[src/hw/hrg_pkg.sv]
// package of the hybrid random generator: constants and carrier structs
// assumes one clock REF_CLK at 125 MHz and an external raw entropy bit source
//
// Summary of operation
// - total-failure check at start; no words on failure
// - suppress words built from post-failure raw bits
// - online test at start-up and during operation
// - no output before start test and seeding
// - online test scans every raw bit
// - output bit rate never exceeds input rate
// - separate state-update and output functions
// - random words are 32 bits wide
// - input and seed only from physical source
// - entropy estimator sets compression ratio
// - each conditioned byte meets minimum entropy
// - internal numbers pass statistical procedure A
`default_nettype none

package hrg_pkg;

    // ****************************************
    // sizes and counts
    // ****************************************
    localparam int WORD_W       = 32;
    localparam int STATE_W      = 64;
    localparam int TOT_FAIL_RUN = 64;     // repeats of the previous raw bit that mean a dead source
    localparam int WIN_LEN      = 256;    // raw bits per online test window
    localparam int ONES_LO      = 96;     // tolerable ones count per window
    localparam int ONES_HI      = 160;
    localparam int SEED_WORDS   = 2;      // conditioned words needed to seed
    localparam int RATIO_MIN    = 2;      // raw bits per conditioned bit
    localparam int RATIO_MAX    = 8;
    localparam int SAMPLE_DIV   = 4;      // raw bit sample enable divider
    localparam logic [STATE_W-1:0] STATE_RST = 64'h0;
    localparam logic [WORD_W-1:0]  WORD_RST  = 32'h0;

    typedef enum {ST_START, ST_SEED, ST_RUN, ST_FAIL} hrg_state_e;

    typedef struct packed {
        logic              valid;
        logic [WORD_W-1:0] data;
    } hrg_word_s;

    typedef struct packed {
        logic total_fail;
        logic stat_fail;
    } hrg_status_s;

endpackage : hrg_pkg

`default_nettype wire

[src/hw/hrg_top.sv]
// hybrid random generator: conditioner, online tests and post-processor
// assumes RAW_BIT is asynchronous to REF_CLK; consumer takes word on VALID
`default_nettype none

module hrg_top
    import hrg_pkg::*;
(
    input  wire logic          REF_CLK,
    input  wire logic          RSTN,
    input  wire logic          RAW_BIT,
    input  wire logic          WORD_TAKE,
    output var  hrg_pkg::hrg_word_s   WORD_OUT,
    output var  hrg_pkg::hrg_status_s STATUS,
    output var  logic          FAIL
);
    import hrg_pkg::*;

    // ****************************************
    // raw bit synchroniser and sample enable
    // ****************************************
    logic       raw_m;
    logic       raw_s;
    logic [7:0] div_cnt;
    wire        smp = (div_cnt == 8'(SAMPLE_DIV - 1));

    always_ff @(posedge REF_CLK or negedge RSTN)
    begin
        if (!RSTN)
        begin
            raw_m   <= 1'b0;
            raw_s   <= 1'b0;
            div_cnt <= 8'h0;
        end
        else
        begin
            raw_m   <= RAW_BIT;
            raw_s   <= raw_m;
            div_cnt <= smp ? 8'h0 : div_cnt + 8'h1;
        end
    end

    // ****************************************
    // total failure and online statistical test
    // ****************************************
    logic       last_bit;
    logic [7:0] run_len;
    logic [8:0] win_cnt;
    logic [8:0] ones;
    logic       win_done;       // first full window passed
    logic       total_fail;
    logic       stat_fail;

    wire        next_run_hit  = smp && raw_s == last_bit
                                && run_len == 8'(TOT_FAIL_RUN - 1);
    wire        win_end       = smp && win_cnt == 9'(WIN_LEN - 1);
    wire [8:0]  ones_fin      = ones + {8'h0, raw_s};
    wire        win_bad       = win_end && (ones_fin < 9'(ONES_LO)
                                || ones_fin > 9'(ONES_HI));

    always_ff @(posedge REF_CLK or negedge RSTN)
    begin
        if (!RSTN)
        begin
            last_bit   <= 1'b0;
            run_len    <= 8'h0;
            win_cnt    <= 9'h0;
            ones       <= 9'h0;
            win_done   <= 1'b0;
            total_fail <= 1'b0;
            stat_fail  <= 1'b0;
        end
        else if (smp)
        begin
            // every sampled raw bit is scanned, no gaps between windows
            last_bit <= raw_s;
            run_len  <= (raw_s == last_bit) ? run_len + 8'h1 : 8'h0;
            win_cnt  <= win_end ? 9'h0 : win_cnt + 9'h1;
            ones     <= win_end ? 9'h0 : ones_fin;
            if (win_end && !win_bad)
                win_done <= 1'b1;
            // sticky: only a reset revives a failed source
            if (next_run_hit)
                total_fail <= 1'b1;
            if (win_bad)
                stat_fail <= 1'b1;
        end
    end

    wire defect = total_fail || stat_fail;

    // ****************************************
    // adaptive compressor with entropy estimator
    // ****************************************
    logic [3:0] ratio;          // raw bits folded per conditioned bit
    logic [3:0] fold_cnt;
    logic       fold_acc;
    logic [WORD_W-1:0] cond_sr;
    logic [5:0] cond_cnt;
    logic       cond_rdy;

    // long runs hint at low entropy, so fold more raw bits together
    wire [3:0] next_ratio = (run_len > 8'h4 && ratio < 4'(RATIO_MAX)) ? ratio + 4'h1 :
                            (run_len == 8'h0 && ratio > 4'(RATIO_MIN)) ? ratio - 4'h1 :
                            ratio;
    wire       fold_end  = smp && fold_cnt >= ratio - 4'h1;
    wire       cond_bit  = fold_acc ^ raw_s;
    wire       word_end  = fold_end && cond_cnt == 6'(WORD_W - 1);

    always_ff @(posedge REF_CLK or negedge RSTN)
    begin
        if (!RSTN)
        begin
            ratio    <= 4'(RATIO_MIN);
            fold_cnt <= 4'h0;
            fold_acc <= 1'b0;
            cond_sr  <= WORD_RST;
            cond_cnt <= 6'h0;
            cond_rdy <= 1'b0;
        end
        else
        begin
            cond_rdy <= word_end && !defect;
            if (smp)
            begin
                fold_cnt <= fold_end ? 4'h0 : fold_cnt + 4'h1;
                fold_acc <= fold_end ? 1'b0 : cond_bit;
                if (fold_end)
                begin
                    ratio    <= next_ratio;
                    cond_sr  <= {cond_sr[WORD_W-2:0], cond_bit};
                    cond_cnt <= word_end ? 6'h0 : cond_cnt + 6'h1;
                end
            end
        end
    end

    // ****************************************
    // hold-off before a conditioned word is trusted
    // ****************************************
    logic [WORD_W-1:0] cond_hold;   // kept while the conditioner shifts on
    logic [7:0]        age;
    logic              aging;

    // a source dying inside a word is caught only a full run later, so
    // each word waits out that run; costs one run of latency per word
    wire aged    = aging && smp && age == 8'(TOT_FAIL_RUN - 1);
    wire cond_ok = aged && !defect && !next_run_hit && !win_bad;

    always_ff @(posedge REF_CLK or negedge RSTN)
    begin
        if (!RSTN)
        begin
            cond_hold <= WORD_RST;
            age       <= 8'h0;
            aging     <= 1'b0;
        end
        else if (cond_rdy)
        begin
            cond_hold <= cond_sr;
            age       <= 8'h0;
            aging     <= 1'b1;
        end
        else if (aged || defect)
            aging <= 1'b0;
        else if (aging && smp)
            age <= age + 8'h1;
    end

    // ****************************************
    // post-processor: state update and output functions
    // ****************************************
    function automatic logic [STATE_W-1:0] mix(input logic [STATE_W-1:0] s);
        logic [STATE_W-1:0] t;
        t = s ^ {s[50:0], 13'h0};
        t = t ^ {7'h0, t[63:7]};
        t = t ^ {t[46:0], 17'h0};
        mix = {t[38:0], t[63:39]} + 64'h9e3779b97f4a7c15;
    endfunction : mix

    hrg_state_e st;
    logic [STATE_W-1:0] pp_state;
    logic [1:0]         seed_cnt;
    logic               credit;     // one conditioned word buys one output word

    // update absorbs fresh input; output is a separate one-way fold
    wire [STATE_W-1:0] next_state = mix(pp_state ^ {cond_hold, ~cond_hold});
    wire [STATE_W-1:0] out_mix    = mix(~pp_state);
    wire [WORD_W-1:0]  out_word   = out_mix[63:32] ^ out_mix[31:0];
    wire               can_emit   = st == ST_RUN && credit && !defect
                                    && (!WORD_OUT.valid || WORD_TAKE);

    always_ff @(posedge REF_CLK or negedge RSTN)
    begin
        if (!RSTN)
        begin
            st       <= ST_START;
            pp_state <= STATE_RST;
            seed_cnt <= 2'h0;
            credit   <= 1'b0;
            WORD_OUT <= '0;
            STATUS   <= '0;
            FAIL     <= 1'b0;
        end
        else
        begin
            STATUS <= '{total_fail: total_fail, stat_fail: stat_fail};
            FAIL   <= defect;
            if (cond_ok)
                pp_state <= next_state;
            case (st)
                ST_START:
                    if (defect)
                        st <= ST_FAIL;
                    else if (win_done)
                        st <= ST_SEED;
                ST_SEED:
                    if (defect)
                        st <= ST_FAIL;
                    else if (cond_ok)
                    begin
                        seed_cnt <= seed_cnt + 2'h1;
                        if (seed_cnt == 2'(SEED_WORDS - 1))
                            st <= ST_RUN;
                    end
                ST_RUN:
                    if (defect)
                        st <= ST_FAIL;
                ST_FAIL:
                    st <= ST_FAIL;
                default:
                    st <= ST_FAIL;
            endcase
            // a pending credit is dropped once the source is distrusted
            if (defect)
                credit <= 1'b0;
            else if (cond_ok && st == ST_RUN)
                credit <= 1'b1;
            else if (can_emit)
                credit <= 1'b0;
            if (defect)
                WORD_OUT.valid <= 1'b0;
            else if (can_emit)
            begin
                WORD_OUT.valid <= 1'b1;
                WORD_OUT.data  <= out_word;
            end
            else if (WORD_TAKE)
                WORD_OUT.valid <= 1'b0;
        end
    end

    // ****************************************
    // checks
    // ****************************************
    a_no_out_fail: assert property (@(posedge REF_CLK) disable iff (!RSTN)
        total_fail |=> !WORD_OUT.valid)
        else $error("word valid after total failure");
    a_fail_state: assert property (@(posedge REF_CLK) disable iff (!RSTN)
        total_fail |=> st == ST_FAIL)
        else $error("generator still running after total failure");
    a_fail_kills: assert property (@(posedge REF_CLK) disable iff (!RSTN)
        $rose(total_fail) |=> !WORD_OUT.valid [*3])
        else $error("output not suppressed after failure");
    a_stat_flag: assert property (@(posedge REF_CLK) disable iff (!RSTN)
        win_bad |=> stat_fail)
        else $error("bad window not flagged");
    a_hold_start: assert property (@(posedge REF_CLK) disable iff (!RSTN)
        st != ST_RUN |=> !$rose(WORD_OUT.valid))
        else $error("output before seeding");
    a_seed_first: assert property (@(posedge REF_CLK) disable iff (!RSTN)
        WORD_OUT.valid |-> win_done && seed_cnt == 2'(SEED_WORDS))
        else $error("word before start test and seeding");
    a_scan_all: assert property (@(posedge REF_CLK) disable iff (!RSTN)
        smp && !win_end |=> win_cnt == $past(win_cnt) + 9'h1)
        else $error("raw bit skipped by online test");
    a_rate_cap: assert property (@(posedge REF_CLK) disable iff (!RSTN)
        $rose(WORD_OUT.valid) |-> $past(credit))
        else $error("output without matching input word");
    a_credit_spent: assert property (@(posedge REF_CLK) disable iff (!RSTN)
        can_emit && !cond_ok |=> !credit)
        else $error("credit kept after an output word");
    a_out_func: assert property (@(posedge REF_CLK) disable iff (!RSTN)
        can_emit |=> WORD_OUT.data == $past(out_word))
        else $error("output word not from output function");
    a_ratio_band: assert property (@(posedge REF_CLK) disable iff (!RSTN)
        ratio >= 4'(RATIO_MIN) && ratio <= 4'(RATIO_MAX))
        else $error("compression ratio out of band");
    a_fail_flag: assert property (@(posedge REF_CLK) disable iff (!RSTN)
        defect |=> FAIL)
        else $error("fail flag not raised");
    a_word_stands: assert property (@(posedge REF_CLK) disable iff (!RSTN)
        WORD_OUT.valid && !WORD_TAKE && !defect |=> WORD_OUT.valid && $stable(WORD_OUT.data))
        else $error("unread word dropped or changed");
    a_take_clears: assert property (@(posedge REF_CLK) disable iff (!RSTN)
        WORD_OUT.valid && WORD_TAKE && !can_emit |=> !WORD_OUT.valid)
        else $error("taken word still valid");

endmodule : hrg_top

`default_nettype wire

[config.mk]
export PLATFORM = sky130hd
export DESIGN_NAME = hrg_top
export DESIGN_NICKNAME = d
export VERILOG_FILES = /design/src/hw/hrg_pkg.sv /design/src/hw/hrg_top.sv
export SDC_FILE = /design/constraint.sdc
export NUM_CORES = 1
export LEC_CHECK = 0
export BUFFER_PORTS_ARGS = -buffer_cell sky130_fd_sc_hd__buf_2
export CORE_AREA = 2 2 189 191
export DETAILED_ROUTE_END_ITERATION = 7
export DIE_AREA = 0 0 191 193
export PLACE_DENSITY = 0.66
export SLEW_MARGIN = 10
export SYNTH_ARGS = -nofsm -noshare
export SYNTH_HDL_FRONTEND = slang
export SYNTH_SLANG_ARGS = --single-unit
[constraint.sdc]
create_clock -name REF_CLK -period 10.22 [get_ports REF_CLK]
set_clock_uncertainty 0.15 [all_clocks]
set_input_delay 2.044 -clock REF_CLK [delete_from_list [all_inputs] [get_ports REF_CLK]]
set_output_delay 2.044 -clock REF_CLK [all_outputs]
set_load 0.02 [all_outputs]
## After elaboration in Yosys (flattened, before gate mapping)

Index checks and enable logic that the tools add are counted.

- Bits in registers: 264
- Input bits: 4
- Output and inout port bits: 36
- Word-level logic and storage cells: 143

- Add/subtract/negate cells: 12
- Order comparisons: 6
- Equal/unequal tests: 15
- Muxes and demuxes: 27
- Bitwise gates (word level): 12
- Reductions and logical operators: 43

Operators with widths:

| operator | number |
|---|---|
| $xor 64x64->64 | 5 |
| $mux 32 | 6 |
| $add 64x64->64 const B | 2 |
| $xor 64x57->64 | 2 |
| $pmux 32 s3 | 1 |
| $not 64->64 | 1 |
| $mux 8 | 5 |
| $eq 32x1->1 const B | 1 |
| $eq 32x2->1 const B | 1 |
| $eq 32x3->1 const B | 1 |
| $logic_not 32->1 | 1 |
| $not 32->32 | 1 |
| $xor 32x32->32 | 1 |
| $add 8x1->8 const B | 3 |
| $logic_and 1x1->1 | 19 |
| $mux 9 | 2 |
| $eq 8x6->1 const B | 2 |
| $mux 4 | 3 |
| $reduce_and 2->1 | 6 |
| $add 9x1->9 | 1 |
| $add 9x1->9 const B | 1 |
| $eq 9x8->1 const B | 1 |
| $gt 9x8->1 const B | 1 |
| $lt 9x7->1 const B | 1 |
| 25 further kinds | 47 |

## Longest topological paths before layout

- Depth after elaboration: 9
- Depth in mapped cells: 16

## Least setup slack after synthesis

Ideal clock, no wire load.

- Path type: reg2reg
- Start point: register pp_state[30]
- End point: register WORD_OUT[17] in the netlist's numbering
- Library setup time: 0.120 ns
- Data arrival time: 3.304 ns
- Data required time: 9.950 ns
- Slack: 6.646 ns
- Stages on the path, launching flop included: 13
- Buffers on the path: 0
- Period minus slack after synthesis: 3.574 ns
- Path through: dfrtp_1 -> xnor2_1 -> xor3_1 -> or2_4 -> nor3b_2 -> nand3b_1 -> or3b_4 -> o211ai_2 -> a21oi_2 -> o21ai_2 -> nand3_1 -> a221o_1 -> a31o_1

- Cells in the longest elaborated chain, start to end: 6

RTL lines:

| element | RTL line | RTL |
|---|---|---|
| start: declaration | hrg_top.sv:181 | `logic [STATE_W-1:0] pp_state;` |
| start signal: assignment | hrg_top.sv:209 | `pp_state <= next_state;` |
| $not 64->64 | hrg_top.sv:187 | `wire [STATE_W-1:0] out_mix = mix(~pp_state);` |
| $xor 64x64->64 | hrg_top.sv:174 | `t = s ^ {s[50:0], 13'h0};` |
| $xor 64x57->64 | hrg_top.sv:175 | `t = t ^ {7'h0, t[63:7]};` |
| $xor 64x64->64 | hrg_top.sv:176 | `t = t ^ {t[46:0], 17'h0};` |
| $add 64x64->64 | hrg_top.sv:177 | `mix = {t[38:0], t[63:39]} + 64'h9e3779b97f4a7c15;` |
| $xor 32x32->32 | hrg_top.sv:188 | `wire [WORD_W-1:0] out_word = out_mix[63:32] ^ out_mix[31:0];` |
| end: declaration | hrg_top.sv:12 | `output var hrg_pkg::hrg_word_s WORD_OUT,` |

Every way passes these cells.
A chain may end at the register's enable or synchronous reset.

## Worst setup path in the final report

- Start point: register pp_state[8]
- End point: register pp_state[63]

- Cells in the longest elaborated chain, start to end: 5

RTL lines:

| element | RTL line | RTL |
|---|---|---|
| $xor 64x64->64 | hrg_top.sv:186 | `wire [STATE_W-1:0] next_state = mix(pp_state ^ {cond_hold, ~cond_hold});` |
| $xor 64x64->64 | hrg_top.sv:174 |  |
| $xor 64x57->64 | hrg_top.sv:175 |  |
| $xor 64x64->64 | hrg_top.sv:176 |  |
| $add 64x64->64 | hrg_top.sv:177 |  |

Every way passes these cells.

==> results.yml <==
timing:
  relSlewSlack_pct: 19.3
  layout_min_cycle_time_ps: 4790
  clock.fmax_mhz: 209
  fin_ws_ps: 5430
  slew_violations: 0
  hold_viol: 0
  tightest_slew_ps: 1200
  period_share_pct: 46.8
  rsz0062_at_grt: "false"
  holdWs_ps: 200
  finalSetupTns_ps: 0
  setup_viol: 0
setup_path:
  cp_common_cell: "o21ai_1"
  arrival_ps: 5080
  start_kind: "flip-flop"
  cpMaxStageDelayCell: "xnor2_1"
  crit_path_max_fanout: 8
  slowest_delay_ps: 940
  end_kind: "flip-flop"
  critical_path_required_ps: 10510
  path_cells: "xnor2_2, xnor2_1, xor2_1, nor2_1, o211ai_1, a311oi_1, o21ai_0, a21oi_2, o21ai_1, o21ai_1, xnor2_1, o21ai_1"
  path_class: "reg2reg"
  reg2regPathDepth: 12
power_and_ir_drop:
  p_int_mw: 1.63
  p_clk_share_pct: 51.8
  swShare_pct: 22.4
  pwr-share-seq_pct: 45.5
  p_switching_mw: 0.470
  power_frac_comb_pct: 2.8
  powerDensity_mw_per_mm2: 111
  ir_drop_uv: 143
  p_leak_nw: 8.17
place:
  hpwl_mm: 43.7
  place_congestion: 1.12
  port_buffers: 39
  dp_slack_ps: 5620
clock_tree:
  ctsResizeCount: 0
  clock_latency_ps: 580
  hold_buffers: 0
  clockRootBuffer: "clkbuf_16"
  postCtsSetupBuffers: 0
  cts_tree: "yes"
  cts.sinks: 234
  clk_path_buf_depth: 3
  clk_pin_slew_ps: 60
  cts.htree.levels: 1
  cts_made_buffers: 27
yosys:
  postSynthAreaPerCell_um2: 9.52
  ys_warn_count: 0
  synth_nets: 1836
  yosys_most_used_dff: "dfrtp_1"
  synth.ff_latch_count: 234
  synthCells: 1814
  netlist_area_mm2: 0.0173
  synth_cell_types: 94
  synthArstFlopShare_pct: 100
  synth-edff-count: 0
  yosysSeqAreaShare_pct: 33.9
global_routing:
  gr-total-overflow: 0
  grt_max_degree: 99
  antenna_found_initial: 0
  grt_pass1_vias: 13041
  grt_usage_pct: 30.6
  grt_pass1_wl_mm: 83.2
floorplanning:
  die_x_um: 191
  io-pin-count: 40
  initial_utilization_pct: 49.4
  die_y_um: 193
  die-area_mm2: 0.0369
  core_area_mm2: 0.0350
  rows: 69
cells_and_area:
  fillers: 3136
  syn2layout_area_growth_pct: 9.48
  final_cell_mix: "374 x xnor2_1, 233 x dfrtp_1, 211 x nand2_1"
  nets: 1857
  layout_commonest_cell: "xnor2_1"
  drive_gt1_share_pct: 12.9
  antennaDiodeCount: 0
  fin_util_pct: 54.1
routing:
  drt-vias-per-instance: 5.88
  wire_per_inst_um: 24.1
  drt_iter0_markers: 1361
  drc: 0
  final_antenna_net_count: 0
  dr.pass1.iters: 5
  drt_wl_total_mm: 55.7
  vias: 13619
min_path:
  worstHoldPathType: "reg2reg"
  hold_depth: 0
status:
  status: "complete, no violations"
job:
  drv_cap: 0
-- per-layer routing --
metal / global-route usage (%) / part of all wire, %
met2: 48.0 / 44
met1: 40.9 / 42
met4: 14.3 / 5.1
met5: 0 / 0
met3: 6.06 / 8.7
-- worst max-delay path: cells and delay by family, from the launching register on --
family / cells / cell delay (ps)
AOI/OAI and AO/OA: 7 / 1610
DFF: 1 / 480
xor gates and xnor gates: 4 / 1880
and+or+nand+nor: 1 / 520
-- cell usage after synthesis (13+ instances only) --
cell | instances | area (um2)
mux2_2 | 73 | 822
nand2_1 | 211 | 792
nor2_1 | 105 | 394
o21ai_1 | 31 | 155
ha_1 | 18 | 225
xor2_1 | 122 | 1070
a31oi_1 | 15 | 93.8
nand2b_1 | 23 | 144
clkbuf_1 | 37 | 139
nor3_1 | 22 | 110
xnor2_2 | 22 | 358
and3_1 | 14 | 87.6
buf_2 | 18 | 90.1
inv_1 | 22 | 82.6
xnor2_1 | 374 | 3280
nand4_1 | 21 | 131
a21oi_1 | 59 | 295
dfrtp_1 | 233 | 5830
xnor3_1 | 22 | 495
a21o_1 | 13 | 97.6
o21ai_0 | 136 | 681
nand3_1 | 30 | 150
-- flip-flops by register name (all words and copies together) (netlist names), 2 cells and up --
name and flops:
cond_hold 32, cond_sr 32, pp_state 64, st 2
seed_cnt 2, ones 9, cond_cnt 6, STATUS 2
win_cnt 9, WORD_OUT 33, fold_cnt 4, age 8
ratio 4, run_len 8, div_cnt 8
-- power by group through the flow --
stage,Sequential (mW),Clock [mW],Combinational (mW)
finish,0.953,1.08,0.0583
global route,0.954,1.15,0.0682
CTS,0.952,1.11,0.0598
detailed placement,0.969,0,0.0598
global placement,0.968,0,0.0576
floorplan,0.966,0,0.0323
-- final cells by class --
type / count / area, um2 / share of cell area, %
Tap cell: 461 / 577 / 3.05
Clock inverter: 16 / 253 / 1.34
Multi-Input combinational cell: 1494 / 11100 / 58.5
Timing Repair Buffer: 56 / 333 / 1.76
Inverter: 22 / 82.6 / 0.437
Clock buffer: 34 / 742 / 3.92
Sequential cell: 234 / 5860 / 31.0
-- stage by stage --
step / instance area, um2 / instances / total power [mW]
2_1_floorplan: 17300 / 1814 / 0.998
3_3_place_gp: 17900 / 2267 / 1.03
3_5_place_dp: 17900 / 2267 / 1.03
4_1_cts: 18900 / 2317 / 2.12
5_1_grt: 18900 / 2317 / 2.17
6_report: 18900 / 2317 / 2.10
-- cell families after synthesis --
logic type	after synthesis	share of synthesized area (%)
xor gates and xnor gates	550	31.4
adders and majority gates	18	1.30
and+or+nand+nor	501	13.7
muxes	81	5.22
DFF	234	33.9
buffers and inverters	86	2.03
AOI/OAI and AO/OA	344	12.4
-- worst paths after layout --
path | from | end | slack, ps
max | pp_state[8] | pp_state[63] | 5430
min | raw_m | raw_s | 200
max reg2reg | pp_state[8] | pp_state[63] | 5430
min reg2reg | raw_m | raw_s | 200
max in group asynchronous | RSTN | pp_state[16] | 7060
min in group asynchronous | RSTN | FAIL | 1340
Power figures use the tool's default switching activity.
